<file path="src/scio_pkg.sv">
// Shared constants for the stepper current and machine I/O logic
package scio_pkg;

	// Register byte offsets
	localparam logic [7:0] OFF_CTRL       = 8'h00;
	localparam logic [7:0] OFF_STOP_TMO   = 8'h04;
	localparam logic [7:0] OFF_IDLE_TMO   = 8'h08;
	localparam logic [7:0] OFF_IDLE_PCT   = 8'h0c;
	localparam logic [7:0] OFF_DAMP_PRI   = 8'h10;
	localparam logic [7:0] OFF_DAMP_SEC   = 8'h14;
	localparam logic [7:0] OFF_SMOOTH     = 8'h18;
	localparam logic [7:0] OFF_IN_FUNC    = 8'h1c;
	localparam logic [7:0] OFF_OUT_FUNC   = 8'h20;
	localparam logic [7:0] OFF_POLARITY   = 8'h24;
	localparam logic [7:0] OFF_SCAN_TMO   = 8'h28;
	localparam logic [7:0] OFF_STATUS     = 8'h2c;

	// Control register bit positions
	localparam int CTRL_STALL_EN  = 0;
	localparam int CTRL_MULTI_EN  = 1;
	localparam int CTRL_SMOOTH_EN = 2;
	localparam int CTRL_W         = 3;

	// Value ranges
	localparam logic [31:0] STOP_TMO_MAX_MS = 32'h0000_4cc8; // 19656 ms
	localparam logic [31:0] IDLE_TMO_MAX_S  = 32'h0000_0e10; // 3600 s
	localparam logic [31:0] IDLE_PCT_MAX    = 32'h0000_0064; // 100 %
	localparam logic [31:0] DAMP_PRI_MAX    = 32'h0000_7fff; // 32767
	localparam logic [31:0] DAMP_SEC_MIN    = 32'h0000_0001; // 0.1 in tenths
	localparam logic [31:0] DAMP_SEC_MAX    = 32'h0000_00fa; // 25.0 in tenths
	localparam logic [31:0] SMOOTH_MIN      = 32'h0000_0014; // 20
	localparam logic [31:0] SMOOTH_MAX      = 32'h0000_0a3d; // 2621, filter off
	localparam logic [31:0] SCAN_TMO_MAX_MS = 32'h0000_4ccc; // 19660 ms

	// Current levels in percent
	localparam logic [6:0] FULL_PCT     = 7'h64;
	localparam logic [6:0] STOP_RED_PCT = 7'h19;

	// Timing
	localparam int CLK_PERIOD_NS = 20;
	localparam int TICK_MS_NS    = 1000000;
	localparam int MS_PER_S      = 1000;

	// Stall detector floor, velocity in tenths of a revolution per second
	localparam logic [11:0] STALL_MIN_VEL = 12'h005;

	// Input function codes
	localparam logic [3:0] IN_UNDEF    = 4'h0;
	localparam logic [3:0] IN_JOG_FWD  = 4'h1;
	localparam logic [3:0] IN_JOG_REV  = 4'h2;
	localparam logic [3:0] IN_JOG_SPD  = 4'h3;
	localparam logic [3:0] IN_STOP     = 4'h4;
	localparam logic [3:0] IN_ABORT    = 4'h5;
	localparam logic [3:0] IN_LIMIT    = 4'h6;
	localparam logic [3:0] IN_RSVD     = 4'h7;
	localparam logic [3:0] IN_MOVE_SEL = 4'h8;
	localparam logic [3:0] IN_REBOOT   = 4'h9;

	// Output function codes
	localparam logic [2:0] OUT_UNDEF  = 3'h0;
	localparam logic [2:0] OUT_BRAKE  = 3'h1;
	localparam logic [2:0] OUT_MOVING = 3'h2;
	localparam logic [2:0] OUT_RSVD   = 3'h3;
	localparam logic [2:0] OUT_STALL  = 3'h4;

	// Reset values
	localparam logic [7:0]  DAMP_SEC_RST = 8'h01;
	localparam logic [11:0] SMOOTH_RST   = 12'ha3d;
	localparam logic [4:0]  POL_RST      = 5'h00;

endpackage : scio_pkg

</file>
<file path="src/scio_top.sv">
// Current reduction timers, tuning settings and configurable I/O of the drive
//
// Summary of operation
// - Stop timeout expiry cuts current by 25 percent
// - Next commanded step restores full current
// - Stop timeout in ms, 0 to 19656
// - Stop timeout zero disables stop reduction
// - Idle timeout in seconds, reduces by percentage
// - Idle timeout zero disables idle reduction
// - Idle percentage whole number 0 to 100
// - Idle percentage overrides 25 when both enabled
// - Primary damping gain 0..32767, zero disables
// - Secondary damping gain 0.1 to 25.0
// - Smoothing gain 20..2621, maximum turns off
// - Multistep enabled holds smoothing gain fixed
// - Stall detector works only at or above 0.5 rps
// - Four inputs, one output, selectable functions
// - Jog inputs move; speed input picks high
// - Stop input decelerates at the stop rate
// - Abort input halts motion without ramp
// - Travel limit also serves as home reference
// - Undefined or reserved codes do nothing
// - Move select inputs form binary move number
// - Brake output asserts on drive fault
// - Moving output while stepping or engine busy
// - Stall output follows stall detector report
// - Each input and output has selectable polarity
// - Move select debounced by restartable scan timer
`timescale 1ns/10ps

module scio_top #(
	parameter int          MS_CYCLES         = scio_pkg::TICK_MS_NS / scio_pkg::CLK_PERIOD_NS,
	parameter logic [11:0] SMOOTH_FIXED_GAIN = 12'h064,
	parameter int          NUM_IN            = 4
) (
	input  wire logic        ref_clk,
	input  wire logic        rst_b,
	input  wire logic [7:0]  addr,
	input  wire logic [31:0] wdata,
	input  wire logic        wr_en,
	input  wire logic        rd_en,
	output logic      [31:0] rdata,
	input  wire logic        step_pin,
	input  wire logic [3:0]  din_pin,
	input  wire logic        engine_busy,
	input  wire logic        drive_fault,
	input  wire logic        stall_report,
	input  wire logic [11:0] motor_velocity,
	output logic             dout_pin,
	output logic      [6:0]  current_pct,
	output logic             damping_enable,
	output logic      [14:0] damping_gain_primary,
	output logic      [7:0]  damping_gain_secondary,
	output logic             smoothing_filter_enable,
	output logic      [11:0] smoothing_filter_gain,
	output logic             encoderless_stall_detector,
	output logic             jog_fwd,
	output logic             jog_rev,
	output logic             jog_high_speed,
	output logic             stop_request,
	output logic             abort_request,
	output logic             travel_limit_input,
	output logic             home_reference,
	output logic             warm_boot,
	output logic      [3:0]  profile_index,
	output logic             profile_start
);

	// Prescaler width wide enough for one millisecond
	localparam int PRE_W = $clog2(MS_CYCLES + 1);
	localparam logic [PRE_W-1:0] PRE_LAST = PRE_W'(MS_CYCLES - 1);
	localparam logic [9:0] SEC_LAST = 10'(scio_pkg::MS_PER_S - 1);

	// Whole state of the block
	typedef struct packed {
		logic [scio_pkg::CTRL_W-1:0] ctrl;        // Feature enables
		logic [14:0]                 stop_tmo;    // Stop timeout, ms
		logic [11:0]                 idle_tmo;    // Idle timeout, s
		logic [6:0]                  idle_pct;    // Idle reduction, percent
		logic [14:0]                 gain_pri;    // Primary damping gain
		logic [7:0]                  gain_sec;    // Secondary gain, tenths
		logic [11:0]                 smooth;      // Smoothing gain setting
		logic [15:0]                 in_func;     // Four 4-bit input codes
		logic [2:0]                  out_func;    // Output code
		logic [4:0]                  pol;         // 1 = active high
		logic [14:0]                 scan_tmo;    // Scan time, ms
		logic [2:0]                  step_sync;   // Step pin synchroniser
		logic                        step_lvl;    // Filtered step level
		logic [3:0]                  din_s1;      // Input sync stage 1
		logic [3:0]                  din_s2;      // Input sync stage 2
		logic [3:0]                  din_s3;      // Input sync stage 3
		logic [3:0]                  din_lvl;     // Filtered input levels
		logic [PRE_W-1:0]            ms_pre;      // Reduction ms prescaler
		logic [14:0]                 stop_cnt;    // ms since last step
		logic [9:0]                  ms_in_sec;   // ms within the second
		logic [11:0]                 idle_cnt;    // s since last step
		logic                        act;         // Step in this ms
		logic                        act_prev;    // Step in previous ms
		logic [PRE_W-1:0]            scan_pre;    // Scan ms prescaler
		logic [14:0]                 scan_cnt;    // ms the index is stable
		logic [3:0]                  idx_last;    // Last sampled index
		logic                        scan_armed;  // Start still pending
		logic                        start;       // Start pulse
		logic [6:0]                  current;     // Commanded current
		logic [13:0]                 io_out;      // Registered I/O decode
		logic [3:0]                  idx_out;     // Registered index
		logic [31:0]                 rdata;       // Read answer
	} scio_state_t;

	scio_state_t st;       // Registered state
	scio_state_t next_st;  // Next state

	// Limit a written value to its legal range
	function automatic logic [31:0] clamp(input logic [31:0] v, input logic [31:0] lo,
		input logic [31:0] hi);
		logic [31:0] r;
		r = v;
		if (v < lo)
			r = lo;
		if (v > hi)
			r = hi;
		return r;
	endfunction : clamp

	// Asserted level of a pin under its polarity
	function automatic logic asserted(input logic lvl, input logic pol_high);
		return pol_high ? lvl : ~lvl;
	endfunction : asserted

	// Combinational helpers
	logic        step_evt;      // Rising edge of the filtered step
	logic        ms_tick;       // End of a reduction millisecond
	logic        stop_exp;      // Stop timeout elapsed
	logic        idle_exp;      // Idle timeout elapsed
	logic [6:0]  red_pct;       // Active reduction
	logic [3:0]  in_on;         // Inputs asserted after polarity
	logic [3:0]  idx;           // Move number from select inputs
	logic        f_jf;          // Function levels gathered over inputs
	logic        f_jr;
	logic        f_js;
	logic        f_stop;
	logic        f_abort;
	logic        f_lim;
	logic        f_boot;
	logic        moving;        // Steps or engine active
	logic        stall_active;  // Stall detector allowed to run
	logic        out_on;        // Output function asserted
	logic [31:0] rd_val;        // Selected read value

	// Next-state logic
	always_comb
	begin
		int k;
		k = 0;
		next_st = st;
		idx = 4'h0;
		f_jf = 1'b0;
		f_jr = 1'b0;
		f_js = 1'b0;
		f_stop = 1'b0;
		f_abort = 1'b0;
		f_lim = 1'b0;
		f_boot = 1'b0;
		out_on = 1'b0;
		rd_val = 32'h0000_0000;

		// Three-stage pin synchronisers, change taken when stages 2 and 3 agree
		next_st.step_sync = {st.step_sync[1:0], step_pin};
		if (st.step_sync[1] == st.step_sync[2])
			next_st.step_lvl = st.step_sync[2];
		next_st.din_s1 = din_pin;
		next_st.din_s2 = st.din_s1;
		next_st.din_s3 = st.din_s2;
		for (int i = 0; i < NUM_IN; i++)
		begin
			if (st.din_s2[i] == st.din_s3[i])
				next_st.din_lvl[i] = st.din_s3[i];
		end
		step_evt = next_st.step_lvl & ~st.step_lvl;

		// Register writes, values limited to their legal ranges
		if (wr_en)
		begin
			unique case (addr)
				scio_pkg::OFF_CTRL:
					next_st.ctrl = wdata[scio_pkg::CTRL_W-1:0];
				scio_pkg::OFF_STOP_TMO:
					next_st.stop_tmo = 15'(clamp(wdata, 32'h0, scio_pkg::STOP_TMO_MAX_MS));
				scio_pkg::OFF_IDLE_TMO:
					next_st.idle_tmo = 12'(clamp(wdata, 32'h0, scio_pkg::IDLE_TMO_MAX_S));
				scio_pkg::OFF_IDLE_PCT:
					next_st.idle_pct = 7'(clamp(wdata, 32'h0, scio_pkg::IDLE_PCT_MAX));
				scio_pkg::OFF_DAMP_PRI:
					next_st.gain_pri = 15'(clamp(wdata, 32'h0, scio_pkg::DAMP_PRI_MAX));
				scio_pkg::OFF_DAMP_SEC:
					next_st.gain_sec = 8'(clamp(wdata, scio_pkg::DAMP_SEC_MIN,
						scio_pkg::DAMP_SEC_MAX));
				scio_pkg::OFF_SMOOTH:
					next_st.smooth = 12'(clamp(wdata, scio_pkg::SMOOTH_MIN, scio_pkg::SMOOTH_MAX));
				scio_pkg::OFF_IN_FUNC:
					next_st.in_func = wdata[15:0];
				scio_pkg::OFF_OUT_FUNC:
					next_st.out_func = wdata[2:0];
				scio_pkg::OFF_POLARITY:
					next_st.pol = wdata[4:0];
				scio_pkg::OFF_SCAN_TMO:
					next_st.scan_tmo = 15'(clamp(wdata, 32'h0, scio_pkg::SCAN_TMO_MAX_MS));
				default:
					next_st.ctrl = st.ctrl; // Unmapped or read-only, ignored
			endcase
		end

		// Millisecond prescaler for the reduction timers
		ms_tick = (st.ms_pre == PRE_LAST);
		next_st.ms_pre = ms_tick ? '0 : st.ms_pre + 1'b1;
		if (ms_tick)
		begin
			// Stop and idle counters saturate at their largest timeout
			if (32'(st.stop_cnt) < scio_pkg::STOP_TMO_MAX_MS)
				next_st.stop_cnt = st.stop_cnt + 1'b1;
			next_st.ms_in_sec = (st.ms_in_sec == SEC_LAST) ? 10'h000 : st.ms_in_sec + 1'b1;
			if (st.ms_in_sec == SEC_LAST && 32'(st.idle_cnt) < scio_pkg::IDLE_TMO_MAX_S)
				next_st.idle_cnt = st.idle_cnt + 1'b1;
			// Activity window slides one ms
			next_st.act_prev = st.act;
			next_st.act = 1'b0;
		end
		if (step_evt)
		begin
			next_st.ms_pre = '0;
			next_st.stop_cnt = 15'h0000;
			next_st.ms_in_sec = 10'h000;
			next_st.idle_cnt = 12'h000;
			next_st.act = 1'b1;  // A step in the same tick wins
		end

		stop_exp = (st.stop_tmo != 15'h0000) && (next_st.stop_cnt >= st.stop_tmo);
		idle_exp = (st.idle_tmo != 12'h000) && (next_st.idle_cnt >= st.idle_tmo);

		// idle expiry applies the idle percentage
		if (idle_exp)
			red_pct = st.idle_pct;
		// idle percentage replaces the 25 percent
		else if (stop_exp && st.idle_tmo != 12'h000)
			red_pct = st.idle_pct;
		else if (stop_exp)
			red_pct = scio_pkg::STOP_RED_PCT;
		else
			red_pct = 7'h00;
		// a step clears the counters, so full current returns at once
		next_st.current = scio_pkg::FULL_PCT - red_pct;

		for (int i = 0; i < NUM_IN; i++)
			in_on[i] = asserted(st.din_lvl[i], st.pol[i]);

		// Function decode; reserved and undefined codes fall through idle
		for (int i = 0; i < NUM_IN; i++)
		begin
			unique case (st.in_func[4*i +: 4])
				scio_pkg::IN_JOG_FWD:
					f_jf = f_jf | in_on[i];
				scio_pkg::IN_JOG_REV:
					f_jr = f_jr | in_on[i];
				scio_pkg::IN_JOG_SPD:
					f_js = f_js | in_on[i];
				scio_pkg::IN_STOP:
					f_stop = f_stop | in_on[i];
				scio_pkg::IN_ABORT:
					f_abort = f_abort | in_on[i];
				scio_pkg::IN_LIMIT:
					f_lim = f_lim | in_on[i];
				// next index bit in input order
				scio_pkg::IN_MOVE_SEL:
				begin
					idx[k[1:0]] = in_on[i];
					k = k + 1;
				end
				scio_pkg::IN_REBOOT:
					f_boot = f_boot | in_on[i];
				default:
					f_boot = f_boot;
			endcase
		end

		// scan timer restarts on any index change
		next_st.idx_last = idx;
		next_st.start = 1'b0;
		if (idx != st.idx_last)
		begin
			next_st.scan_pre = '0;
			next_st.scan_cnt = 15'h0000;
			next_st.scan_armed = 1'b1;
		end
		else if (st.scan_armed)
		begin
			if (st.scan_cnt >= st.scan_tmo)
			begin
				// Stable for the whole scan time, launch once for a nonzero index
				next_st.start = (idx != 4'h0);
				next_st.scan_armed = 1'b0;
			end
			else if (st.scan_pre == PRE_LAST)
			begin
				next_st.scan_pre = '0;
				next_st.scan_cnt = st.scan_cnt + 1'b1;
			end
			else
				next_st.scan_pre = st.scan_pre + 1'b1;
		end
		next_st.idx_out = st.idx_last;

		// steps in the last window or engine busy
		moving = st.act | st.act_prev | engine_busy;
		// detector only at or above the velocity floor
		stall_active = st.ctrl[scio_pkg::CTRL_STALL_EN] && (motor_velocity >= scio_pkg::STALL_MIN_VEL);

		unique case (st.out_func)
			scio_pkg::OUT_BRAKE:
				out_on = drive_fault;
			scio_pkg::OUT_MOVING:
				out_on = moving;
			scio_pkg::OUT_STALL:
				out_on = stall_active & stall_report;
			default:
				out_on = 1'b0;
		endcase

		// Registered I/O outputs; output polarity is bit 4
		next_st.io_out = {f_jf, f_jr, f_js, f_stop, f_abort, f_lim, f_lim, f_boot,
			asserted(out_on, st.pol[4]), stall_active, moving, stop_exp, idle_exp, 1'b0};

		// Read mux; read data only in the cycle after the strobe
		unique case (addr)
			scio_pkg::OFF_CTRL:     rd_val = 32'(st.ctrl);
			scio_pkg::OFF_STOP_TMO: rd_val = 32'(st.stop_tmo);
			scio_pkg::OFF_IDLE_TMO: rd_val = 32'(st.idle_tmo);
			scio_pkg::OFF_IDLE_PCT: rd_val = 32'(st.idle_pct);
			scio_pkg::OFF_DAMP_PRI: rd_val = 32'(st.gain_pri);
			scio_pkg::OFF_DAMP_SEC: rd_val = 32'(st.gain_sec);
			scio_pkg::OFF_SMOOTH:   rd_val = 32'(st.smooth);
			scio_pkg::OFF_IN_FUNC:  rd_val = 32'(st.in_func);
			scio_pkg::OFF_OUT_FUNC: rd_val = 32'(st.out_func);
			scio_pkg::OFF_POLARITY: rd_val = 32'(st.pol);
			scio_pkg::OFF_SCAN_TMO: rd_val = 32'(st.scan_tmo);
			scio_pkg::OFF_STATUS:
				rd_val = {8'h00, st.idx_out, st.din_lvl, st.current, st.io_out[5:1], 4'h0};
			default:                rd_val = 32'h0000_0000;
		endcase
		next_st.rdata = rd_en ? rd_val : 32'h0000_0000;
	end

	// State register, synchronous active-low reset
	always_ff @(posedge ref_clk)
	begin
		if (!rst_b)
		begin
			st <= '0;
			st.gain_sec <= scio_pkg::DAMP_SEC_RST;
			st.smooth <= scio_pkg::SMOOTH_RST;
			st.pol <= scio_pkg::POL_RST;
			st.current <= scio_pkg::FULL_PCT;
		end
		else
			st <= next_st;
	end

	// Outputs straight from state
	assign rdata = st.rdata;
	assign current_pct = st.current;
	assign damping_enable = (st.gain_pri != 15'h0000);
	assign damping_gain_primary = st.gain_pri;
	assign damping_gain_secondary = st.gain_sec;
	assign smoothing_filter_gain = st.ctrl[scio_pkg::CTRL_MULTI_EN] ? SMOOTH_FIXED_GAIN : st.smooth;
	// top gain value leaves the filter off
	assign smoothing_filter_enable = st.ctrl[scio_pkg::CTRL_SMOOTH_EN]
		&& (32'(smoothing_filter_gain) != scio_pkg::SMOOTH_MAX);
	assign encoderless_stall_detector = st.io_out[4];
	assign jog_fwd = st.io_out[13];
	assign jog_rev = st.io_out[12];
	assign jog_high_speed = st.io_out[11];
	assign stop_request = st.io_out[10];
	assign abort_request = st.io_out[9];
	assign travel_limit_input = st.io_out[8];
	assign home_reference = st.io_out[7];
	assign warm_boot = st.io_out[6];
	assign dout_pin = st.io_out[5];
	assign profile_index = st.idx_out;
	assign profile_start = st.start;

endmodule : scio_top

</file>
<file path="config.mk">
export PLATFORM = sky130hd
export DESIGN_NAME = scio_top
export DESIGN_NICKNAME = d
export VERILOG_FILES = /design/src/scio_pkg.sv /design/src/scio_top.sv
export SDC_FILE = /design/constraint.sdc
export NUM_CORES = 1
export LEC_CHECK = 0
export BUFFER_PORTS_ARGS = -buffer_cell sky130_fd_sc_hd__buf_2
export CAP_MARGIN = 10
export CELL_PAD_IN_SITES_DETAIL_PLACEMENT = 1
export CELL_PAD_IN_SITES_GLOBAL_PLACEMENT = 1
export CORE_ASPECT_RATIO = 1.25
export CORE_MARGIN = 1
export CORE_UTILIZATION = 40
export CTS_CLUSTER_DIAMETER = 30
export DETAILED_ROUTE_END_ITERATION = 8
export PLACE_DENSITY = 0.73
export REMOVE_ABC_BUFFERS = 1
export SETUP_SLACK_MARGIN = 0.2
export SLEW_MARGIN = 10
export SYNTH_ARGS = -nofsm -noshare
export SYNTH_HDL_FRONTEND = slang
export SYNTH_SLANG_ARGS = --single-unit
</file>
<file path="constraint.sdc">
create_clock -name ref_clk -period 4 [get_ports ref_clk]
set_input_delay 0.8 -clock ref_clk [delete_from_list [all_inputs] [get_ports ref_clk]]
set_output_delay 0.8 -clock ref_clk [all_outputs]
set_load 0.05 [all_outputs]
</file>
==> metrics.md, run 1 <==
| Metric | Value |
|---|---|
| Status | finished with violations |
| Failing checks | negative setup slack |
| N_diodes | 0 |
| FF+latch count, synth | 270 |
| CP Data Arrival Time | 4.93 ns |
| CTS tree | built |
| Synth Instances | 1629 |
| Worst clock skew | 0.0303 ns |
| Peak VDD IR | 422 uV |
| Dominant synthesized flop cell | dfxtp_1 |
| Total length of routed wires | 49000 um |
| Syn avg cell area | 8.38 um^2 |
| Unrepaired setup endpoints after global routing | yes |
| Clock-pin slew on the worst setup and hold paths | 0.05 ns |
| Crit. End Element | flop |
| Vias in the first global route | 13700 |
| Commonest non-fill, non-tap cell in the layout | dfxtp_1 |
| Commonest non-fill, non-tap cells in the layout | dfxtp_1 (267), nor2_1 (193), buf_2 (146) |
| Fin cells | 2255 |
| CP Class | flop to flop |
| Distinct cells, synth | 83 |
| Die Area | 0.0349 mm^2 |
| Placed Instances | 2142 |
| Yosys warning total | 0 |
| Seq/Total Area, Yosys | 39.6% |
| Initial antenna violation count | 1 |
| Initial drt markers | 876 |
| Core footprint | 0.0336 mm^2 |
| Worst Hold Depth | 2 |
| Worst slew pin tran | 1.13 ns |
| Vias per std cell | 5.77 |
| Lkg Pwr | 6.59 nW |
| Layout cell share with drive strength beyond 1 | 24.0% |
| Cells on worst reg2reg path | 21 |
| Num ports | 155 |
| Slew Limit Fails | 0 |
| Startpoint Class | flop |
| Pin count of the biggest net entering global routing | 105 |
| Dpl hpwl | 34400 um |
| Die boundary width | 167 um |
| PortBufs | 146 |
| Post-DRT Antenna Nets | 0 |
| Dpl ws | -0.701 ns |
| Clock Sinks | 270 |
| Final setup viols | 5 |
| Final worst slack | -0.495 ns |
| GRT Total Usage | 28.2% |
| Clock latency at the later pin of the worst-skew pair | 0.58 ns |
| PD cells | 447 mW/mm^2 |
| DRC | 0 |
| Vias | 13000 |
| # rows | 75 |
| Root Driver | clkbuf_16 |
| EDFF count, synth | 0 |
| First-pass GRT wire length | 76600 um |
| Min Tclk post-route | 4.49 ns |
| NumNets Final | 1903 |
| Final GP Congestion | 0.910 |
| DR WL/cell | 21.7 um |
| CP required | 4.43 ns |
| GRT overflow | 0 |
| Critical path peak fanout | 6 |
| Maxcap violations | 0 |
| Max clock buf depth | 3 |
| Area Growth Syn to Fin | 24.0% |
| Num CTS Buffers | 55 |
| H-tree Lvls | 2 |
| Ys async rst share | 0% |
| First-pass DRT Iterations | 6 |
| Fin crit share | 112% |
| Syn Std Cell Area | 0.0136 mm^2 |
| Chip height | 209 um |
| Slew headroom | 24.2% |
| Highest clock rate | 0.222 GHz |
| Hold Fails Final Rpt | 0 |
| Initial Utilization | 40.6% |
| Worst Hold Class | input pin to flop |
==> logic make-up (layout without fill, tap and decap cells) <==
group	Yosys count	after routing	synth area share (%)
AND/OR/NAND/NOR	680	680	25.3
AO/OA/AOI/OAI	327	327	16.7
flip-flops	270	270	39.6
buffers and inverters	210	406	7.87
XOR/XNOR	82	82	5.26
adder cells (fa/ha/maj)	52	52	4.77
multiplexers	7	7	0.513
other	1	8	0.0275
==> flip-flops by register name (all words and copies together) (netlist names), 4 cells and up <==
register and cells:
rdata 24, damping_gain_primary 15, profile_index 4, damping_gain_secondary 8
current_pct 7, st 188, next_st 14
==> critical path, stage by stage, from the launching register on <==
cell     delay, ns
dfxtp_2       0.32
or4b_4        0.54
or4_4         0.63
nor3_4        0.18
buf_6         0.15
nand3_1       0.14
xor2_2        0.18
nor2_1        0.06
ha_1          0.32
a211o_1       0.33
a41oi_2       0.18
o21ai_2       0.07
buf_4         0.14
a22oi_2       0.24
nor2_1        0.09
nand2_1       0.14
ha_4          0.16
buf_6         0.10
inv_2         0.03
a21oi_2       0.11
xor2_1        0.16
nor4_1        0.06
==> layout make-up <==
class / instances / area, um^2
flip-flops and latches: 270 / 5410
repair buffers: 241 / 1480
multi-input cells: 1156 / 7400
clock buffers: 61 / 1420
well taps: 423 / 529
clock inverters: 41 / 457
inverters: 63 / 240
fillers: 3981 / 16700
==> where the power goes <==
part / switching, W / leakage [nW] / total (W) / internal [W]
Combinational: 0.000168 / 3.51 / 0.000226 / 0.0000587
Sequential: 0.00000878 / 2.18 / 0.00271 / 0.00271
Clock: 0.00164 / 0.907 / 0.00462 / 0.00298
==> through the flow <==
stage | utilization (%) | hold WS, ns | area [um^2] | total power [W] | setup TNS [ns]
final | 50.4 | 0.430 | 16900 | 0.00757 | -1.63
after CTS | 50.0 | 0.408 | 16800 | 0.00762 | -1.17
after detailed placement | 43.9 | 0.426 | 14700 | 0.00299 | -2.21
after floorplan | - | 0.412 | 12800 | 0.00285 | -1.26
after global placement | 43.9 | 0.414 | 14700 | 0.00298 | -1.53
after global routing | 50.4 | 0.419 | 16900 | 0.00777 | -3.02
==> cells in the mapped netlist (all sizes together) (5+ instances only) <==
master / n / area [um^2]
nor2: 207 / 805
a21o: 5 / 37.5
a221oi: 8 / 70.1
nand4b: 5 / 43.8
a211oi: 22 / 183
a22oi: 46 / 345
mux2i: 7 / 70.1
nor2b: 19 / 119
nor4b: 7 / 82.6
or2: 7 / 43.8
xor2: 42 / 368
and4: 5 / 43.8
ha: 52 / 651
o22ai: 6 / 37.5
clkbuf: 67 / 253
nand2b: 12 / 75.1
nand3: 80 / 413
nor4: 34 / 243
dfxtp: 270 / 5410
or4b: 8 / 83.8
a22o: 8 / 70.1
inv: 63 / 236
or4: 5 / 41.3
o211ai: 8 / 60.1
nor3: 40 / 221
xnor2: 40 / 350
and2: 39 / 245
and3: 21 / 131
a31oi: 22 / 138
o221a: 24 / 270
o21ai: 43 / 219
or3: 14 / 92.6
nand2: 146 / 556
nand4: 21 / 131
a222oi: 10 / 100
buf: 80 / 586
a21oi: 94 / 470
==> timing repair <==
item,4_1_cts,5_1_grt
setup buffers,8,3
resized for setup,33,24
endpoints found under the setup margin,7,8
pin swaps,19,7
hold buffers,0,0
==> per-layer routing <==
layer	track usage (%)	up-vias	routed length [um]
li1	-	6052	-
met1	31.8	6240	18900
met2	48.6	536	23700
met3	4.70	191	2970
met4	19.4	2	3410
met5	0	-	9
==> path summary, 6_finish.rpt <==
kind / from / slack (ns) / end
min: din_pin[0] / 0.43 / next_st[157]
max: st[140] / -0.49 / current_pct[4]
min reg2reg: next_st[158] / 0.44 / next_st[154]
max reg2reg: st[140] / -0.49 / current_pct[4]
No activity file was read; power rests on OpenSTA's default activity.
==> inputs of run 2 (changes only) <==
--- a/config.mk
+++ b/config.mk
@@ -15,7 +15,6 @@
 export CTS_CLUSTER_DIAMETER = 30
 export DETAILED_ROUTE_END_ITERATION = 8
 export PLACE_DENSITY = 0.73
-export REMOVE_ABC_BUFFERS = 1
 export SETUP_SLACK_MARGIN = 0.2
 export SLEW_MARGIN = 10
 export SYNTH_ARGS = -nofsm -noshare
==> metrics.md, run 2 (synthesis gave the netlist of run 1 again) <==
| Metric | Value |
|---|---|
| NumNets Final | 1900 |
| Failing checks | negative setup slack |
| Hold Startpoint | din_pin[1] |
| Layout cell share with drive strength beyond 1 | 23.9% |
| Post-route cell area | 0.0171 mm^2 |
| Lkg Pwr | 6.66 nW |
| First-pass DRT Iterations | 5 |
| DRC | 0 |
| Commonest non-fill, non-tap cell in the layout | dfxtp_1 |
| CP Data Arrival Time | 4.86 ns |
| Max FFs per register | 188 |
| Vias per std cell | 5.81 |
| Initial drt markers | 801 |
| Worst Hold Class | input pin to flop |
| Min Tclk post-route | 4.41 ns |
| CP Class | flop to flop |
| DP Area | 0.0147 mm^2 |
| Final setup viols | 5 |
| PD cells | 471 mW/mm^2 |
| Slew headroom | 41.3% |
| Final GP Congestion | 0.916 |
| Vias in the first global route | 13700 |
| Post-DRT Antenna Nets | 0 |
| Final worst slack | -0.413 ns |
| Status | finished with violations |
| CP required | 4.45 ns |
| Slew Limit Fails | 0 |
| N_diodes | 0 |
| Root Driver | clkbuf_16 |
| GRT overflow | 0 |
| Clock latency at the later pin of the worst-skew pair | 0.59 ns |
| Chip height | 209 um |
| Dpl hpwl | 34400 um |
| Initial Utilization | 40.6% |
| Hold Fails Final Rpt | 0 |
| Critical path peak fanout | 5 |
| PortBufs | 146 |
| H-tree Lvls | 2 |
| Num CTS Buffers | 59 |
| Die boundary width | 167 um |
| GRT Total Usage | 28.0% |
| Cells on worst reg2reg path | 20 |
| CTS tree | built |
| Worst Hold Depth | 2 |
| Crit. End Element | flop |
| Startpoint Class | flop |
| Clock-pin slew on the worst setup and hold paths | 0.05 ns |
| Int Power | 0.00622 W |
| Logic pwr share | 2.8% |
| Peak VDD IR | 345 uV |
| Post-CTS Hold Fix Bufs | 0 |
| Switch share | 22.8% |
| Initial antenna violation count | 1 |
| Flop pwr share | 33.7% |
| Top reg by flops | st |
| Highest clock rate | 0.227 GHz |
| Worst clock skew | 0.0176 ns |
| Pin count of the biggest net entering global routing | 78 |
| Psw | 0.00184 W |
| Worst slew pin tran | 0.877 ns |
| Clock power share | 63.5% |
| Unrepaired setup endpoints after global routing | yes |
| Reg2Reg Launch Point | st[146] |
| Commonest non-fill, non-tap cells in the layout | dfxtp_1 (266), nor2_1 (191), buf_2 (146) |
| Max clock buf depth | 3 |
| DR WL/cell | 21.7 um |
| Die Area | 0.0349 mm^2 |
| Overall power | 0.00806 W |
| # rows | 75 |
| Fin crit share | 110% |
| Clock Sinks | 270 |
| Fin cells | 2258 |
| Vias | 13100 |
| Area Growth Syn to Fin | 25.5% |
| Maxcap violations | 0 |
| Core footprint | 0.0336 mm^2 |
| Total length of routed wires | 49000 um |
| First-pass GRT wire length | 76500 um |
| Num ports | 155 |
| Placed Instances | 2131 |
| CP Launch Point | st[146] |
==> run 2: cell types whose count changed in the layout (fill, tap and decap cells not counted), sizes merged <==
cell / delta
clkbuf: +10
clkinvlp: +6
bufinv: +3
buf: -7
inv: -12
clkinv: +3
==> run 2: final timing paths <==
check,end,slack [ns]
worst max-delay path,current_pct[4],-0.41
worst min-delay path,next_st[158],0.42
worst max register to register,current_pct[4],-0.41
worst min register to register,next_st[155],0.43
==> run 2: power by group through the flow <==
| stage | combinational, W | sequential, W | clock (W) |
|---|---|---|---|
| after CTS | 0.000221 | 0.00272 | 0.00518 |
| after detailed placement | 0.000216 | 0.00277 | 0 |
| after global placement | 0.000213 | 0.00277 | 0 |
| after global routing | 0.000236 | 0.00271 | 0.00532 |
| after floorplan | 0.000126 | 0.00277 | 0 |
| final | 0.000224 | 0.00272 | 0.00512 |
==> run 2: final cells by class <==
cell class / count / area, um^2
Fill cell: 3916 / 16500
Inverter: 63 / 238
Sequential cell: 270 / 5410
Tap cell: 423 / 529
Timing Repair Buffer: 234 / 1420
Clock inverter: 41 / 517
Clock buffer: 71 / 1610
Multi-Input combinational cell: 1156 / 7400
==> run 2: repair_timing <==
| action | CTS | global route |
|---|---|---|
| endpoints found under the setup margin | 7 | 9 |
| setup buffers | 10 | 5 |
| gates resized for setup | 21 | 17 |
| pin swaps | 24 | 23 |
==> run 2: routing by layer <==
layer	routed length, um	vias to the layer above	global-route usage [%]
met5	0	-	0
met4	3240	0	19.0
met3	2810	163	4.32
met2	23900	496	48.6
met1	19000	6414	31.5
li1	-	6048	-
==> run 2: worst max-delay path: stages, from the launching register on <==
cell	delay (ns)
dfxtp_4	0.35
or4b_4	0.52
or4_4	0.61
buf_6	0.17
nor2_4	0.09
nand4_1	0.17
xor2_2	0.19
nor2_1	0.07
ha_1	0.32
a21o_1	0.16
a211o_1	0.30
a41oi_2	0.17
o21ai_2	0.09
a22oi_2	0.24
nor2_1	0.08
nand2_1	0.14
ha_4	0.17
inv_2	0.06
a21oi_2	0.17
xor2_1	0.16
nor4_1	0.05
==> run 2: through the flow <==
stage	hold slack [ns]	setup slack (ns)	util, %	setup TNS (ns)
after floorplan	0.412	-0.109	-	-0.179
after global placement	0.416	-0.381	43.8	-1.04
after detailed placement	0.422	-0.499	43.8	-1.55
after CTS	0.400	-0.388	50.7	-1.33
after global routing	0.414	-0.647	51.0	-2.64
final	0.419	-0.413	51.0	-1.34
==> inputs of run 3 (changes only) <==
--- a/config.mk
+++ b/config.mk
@@ -11,10 +11,11 @@
 export CELL_PAD_IN_SITES_GLOBAL_PLACEMENT = 1
 export CORE_ASPECT_RATIO = 1.25
 export CORE_MARGIN = 1
-export CORE_UTILIZATION = 40
+export CORE_UTILIZATION = 48
 export CTS_CLUSTER_DIAMETER = 30
+export CTS_CLUSTER_SIZE = 14
 export DETAILED_ROUTE_END_ITERATION = 8
-export PLACE_DENSITY = 0.73
+export PLACE_DENSITY = 0.83
 export SETUP_SLACK_MARGIN = 0.2
 export SLEW_MARGIN = 10
 export SYNTH_ARGS = -nofsm -noshare
==> constraint.sdc (replaced) <==
create_clock -name ref_clk -period 5.6 [get_ports ref_clk]
set_input_delay 1.12 -clock ref_clk [delete_from_list [all_inputs] [get_ports ref_clk]]
set_output_delay 1.12 -clock ref_clk [all_outputs]
set_load 0.05 [all_outputs]
==> metrics.md, run 3 (synthesis gave the netlist of run 1 again) <==
| Metric | Value |
|---|---|
| Vias per std cell | 6.11 |
| Crit. End Element | flop |
| Area Growth Syn to Fin | 16.6% |
| Initial drt markers | 1066 |
| Chip height | 191 um |
| Min Tclk post-route | 5.04 ns |
| CP Data Arrival Time | 5.48 ns |
| CTS tree | built |
| Met2 routed WL | 23100 um |
| Clock latency at the later pin of the worst-skew pair | 0.58 ns |
| CP Launch Point | st[146] |
| Worst slew pin tran | 1.10 ns |
| Num ports | 155 |
| Layout cell share with drive strength beyond 1 | 18.3% |
| GRT overflow | 0 |
| Slew headroom | 26.3% |
| Maxcap violations | 0 |
| PD cells | 328 mW/mm^2 |
| Clock Sinks | 270 |
| Startpoint Class | flop |
| Final GP Congestion | 0.932 |
| Hold Fails Final Rpt | 0 |
| CP required | 6.04 ns |
| Critical path peak fanout | 13 |
| CP Class | flop to flop |
| Worst Hold Class | flop to flop |
| Multi-input gate area | 0.00721 mm^2 |
| Highest clock rate | 0.198 GHz |
| # rows | 68 |
| DP Area | 0.0141 mm^2 |
| PortBufs | 146 |
| Final setup viols | 0 |
| DR WL/cell | 22.2 um |
| Lkg Pwr | 6.10 nW |
| Post-DRT Antenna Nets | 0 |
| Vias in the first global route | 13500 |
| NumNets Final | 1822 |
| Fillcell total | 3298 |
| Peak VDD IR | 230 uV |
| Commonest non-fill, non-tap cells in the layout | dfxtp_1 (270), nor2_1 (195), buf_2 (146) |
| Max FFs per register | 188 |
| WL met3 | 3630 um |
| Max clock buf depth | 3 |
| Register area | 0.00541 mm^2 |
| Root Driver | clkbuf_16 |
| Unrepaired setup endpoints after global routing | no |
| Failing checks | design-rule violations |
| Crit path capture | current_pct[6] |
| Post-route cell area | 0.0159 mm^2 |
| DRC | 14 |
| H-tree Lvls | 2 |
| Post-layout util | 57.2% |
| Top reg by flops | st |
| Reg2Reg Launch Point | st[146] |
| Final worst slack | 0.560 ns |
| Uppermost layer routed | met4 |
| Slew Limit Fails | 0 |
| First-pass DRT Iterations | 9 |
| Dpl hpwl | 32700 um |
| Routed metal-1 wire length | 17400 um |
| Clock-pin slew on the worst setup and hold paths | 0.05 ns |
| Die Area | 0.0291 mm^2 |
| N_diodes | 0 |
| Total length of routed wires | 46600 um |
| Vias | 12800 |
| Initial antenna violation count | 0 |
| Worst clock skew | 0.0232 ns |
| Die boundary width | 153 um |
| Fin crit share | 90.0% |
| Core footprint | 0.0278 mm^2 |
| Worst reg2reg endpoint | current_pct[6] |
| Commonest non-fill, non-tap cell in the layout | dfxtp_1 |
| Setup TNS | 0 ns |
| Num CTS Buffers | 53 |
| Pin count of the biggest net entering global routing | 50 |
| First-pass GRT wire length | 73400 um |
| Dpl ws | 0.357 ns |
| Setup slack, reg-to-reg | 0.56 ns |
| Status | finished with violations |
| Initial Utilization | 49.1% |
| GRT Total Usage | 32.0% |
| Cells on worst reg2reg path | 17 |
## run 3: layout make-up
cell class / count / share of cell area (%)
Tap cell: 350 / 2.75
Multi-Input combinational cell: 1156 / 45.3
Clock inverter: 35 / 2.24
Inverter: 63 / 1.49
Sequential cell: 270 / 34.0
Timing Repair Buffer: 162 / 5.34
Clock buffer: 62 / 8.93
## run 3: worst min-delay path by stage
stage                     cells after the start  slack, ns    startpoint      endpoint
after floorplan                               1       0.41  next_st[157]  next_st[153]
after global placement                        1       0.42  next_st[160]  next_st[156]
after detailed placement                      1       0.42  next_st[167]  next_st[168]
after CTS                                     1       0.43  next_st[160]  next_st[156]
after global routing                          1       0.45  next_st[157]  next_st[153]
final                                         1       0.43  next_st[160]  next_st[156]
## run 3: layer usage
metal  global-route usage, %  up-vias
li1                        -     5880
met2                    57.3      538
met1                    35.2     6238
met5                       0        -
met3                    6.45      168
met4                    18.6        0
## run 3: timing repair
item                                    CTS  global route
hold buffers                              0             0
endpoints found under the setup margin    0             2
setup buffers                             0             1
resized for setup                         0             2
## run 3: stage by stage
stage	instances	power (W)	hold slack [ns]
after floorplan	1636	0.00207	0.412
after global routing	2098	0.00534	0.453
after CTS	2097	0.00525	0.433
final	2098	0.00522	0.426
after detailed placement	2000	0.00213	0.421
after global placement	2000	0.00212	0.417
## run 3: where the power goes
| part | internal, W | switching [W] | leakage, nW | total [W] |
|---|---|---|---|---|
| Combinational | 0.0000360 | 0.000118 | 3.07 | 0.000154 |
| Clock | 0.00201 | 0.00111 | 0.850 | 0.00312 |
| Sequential | 0.00193 | 0.00000647 | 2.18 | 0.00194 |
## run 3: worst max-delay path, stage by stage, from the launching register on
cell and delay, ns:
dfxtp_1 0.33, or4b_1 0.58, or4_4 0.63, nor3_2 0.44, and4_1 0.27, xnor2_1 0.14
nor2_1 0.07, ha_1 0.30, and4_1 0.23, o211ai_1 0.09, o21ai_0 0.35, a22oi_2 0.22
o21bai_1 0.23, ha_1 0.23, o21ai_0 0.24, inv_1 0.06, a2111oi_0 0.41, nor2_1 0.07
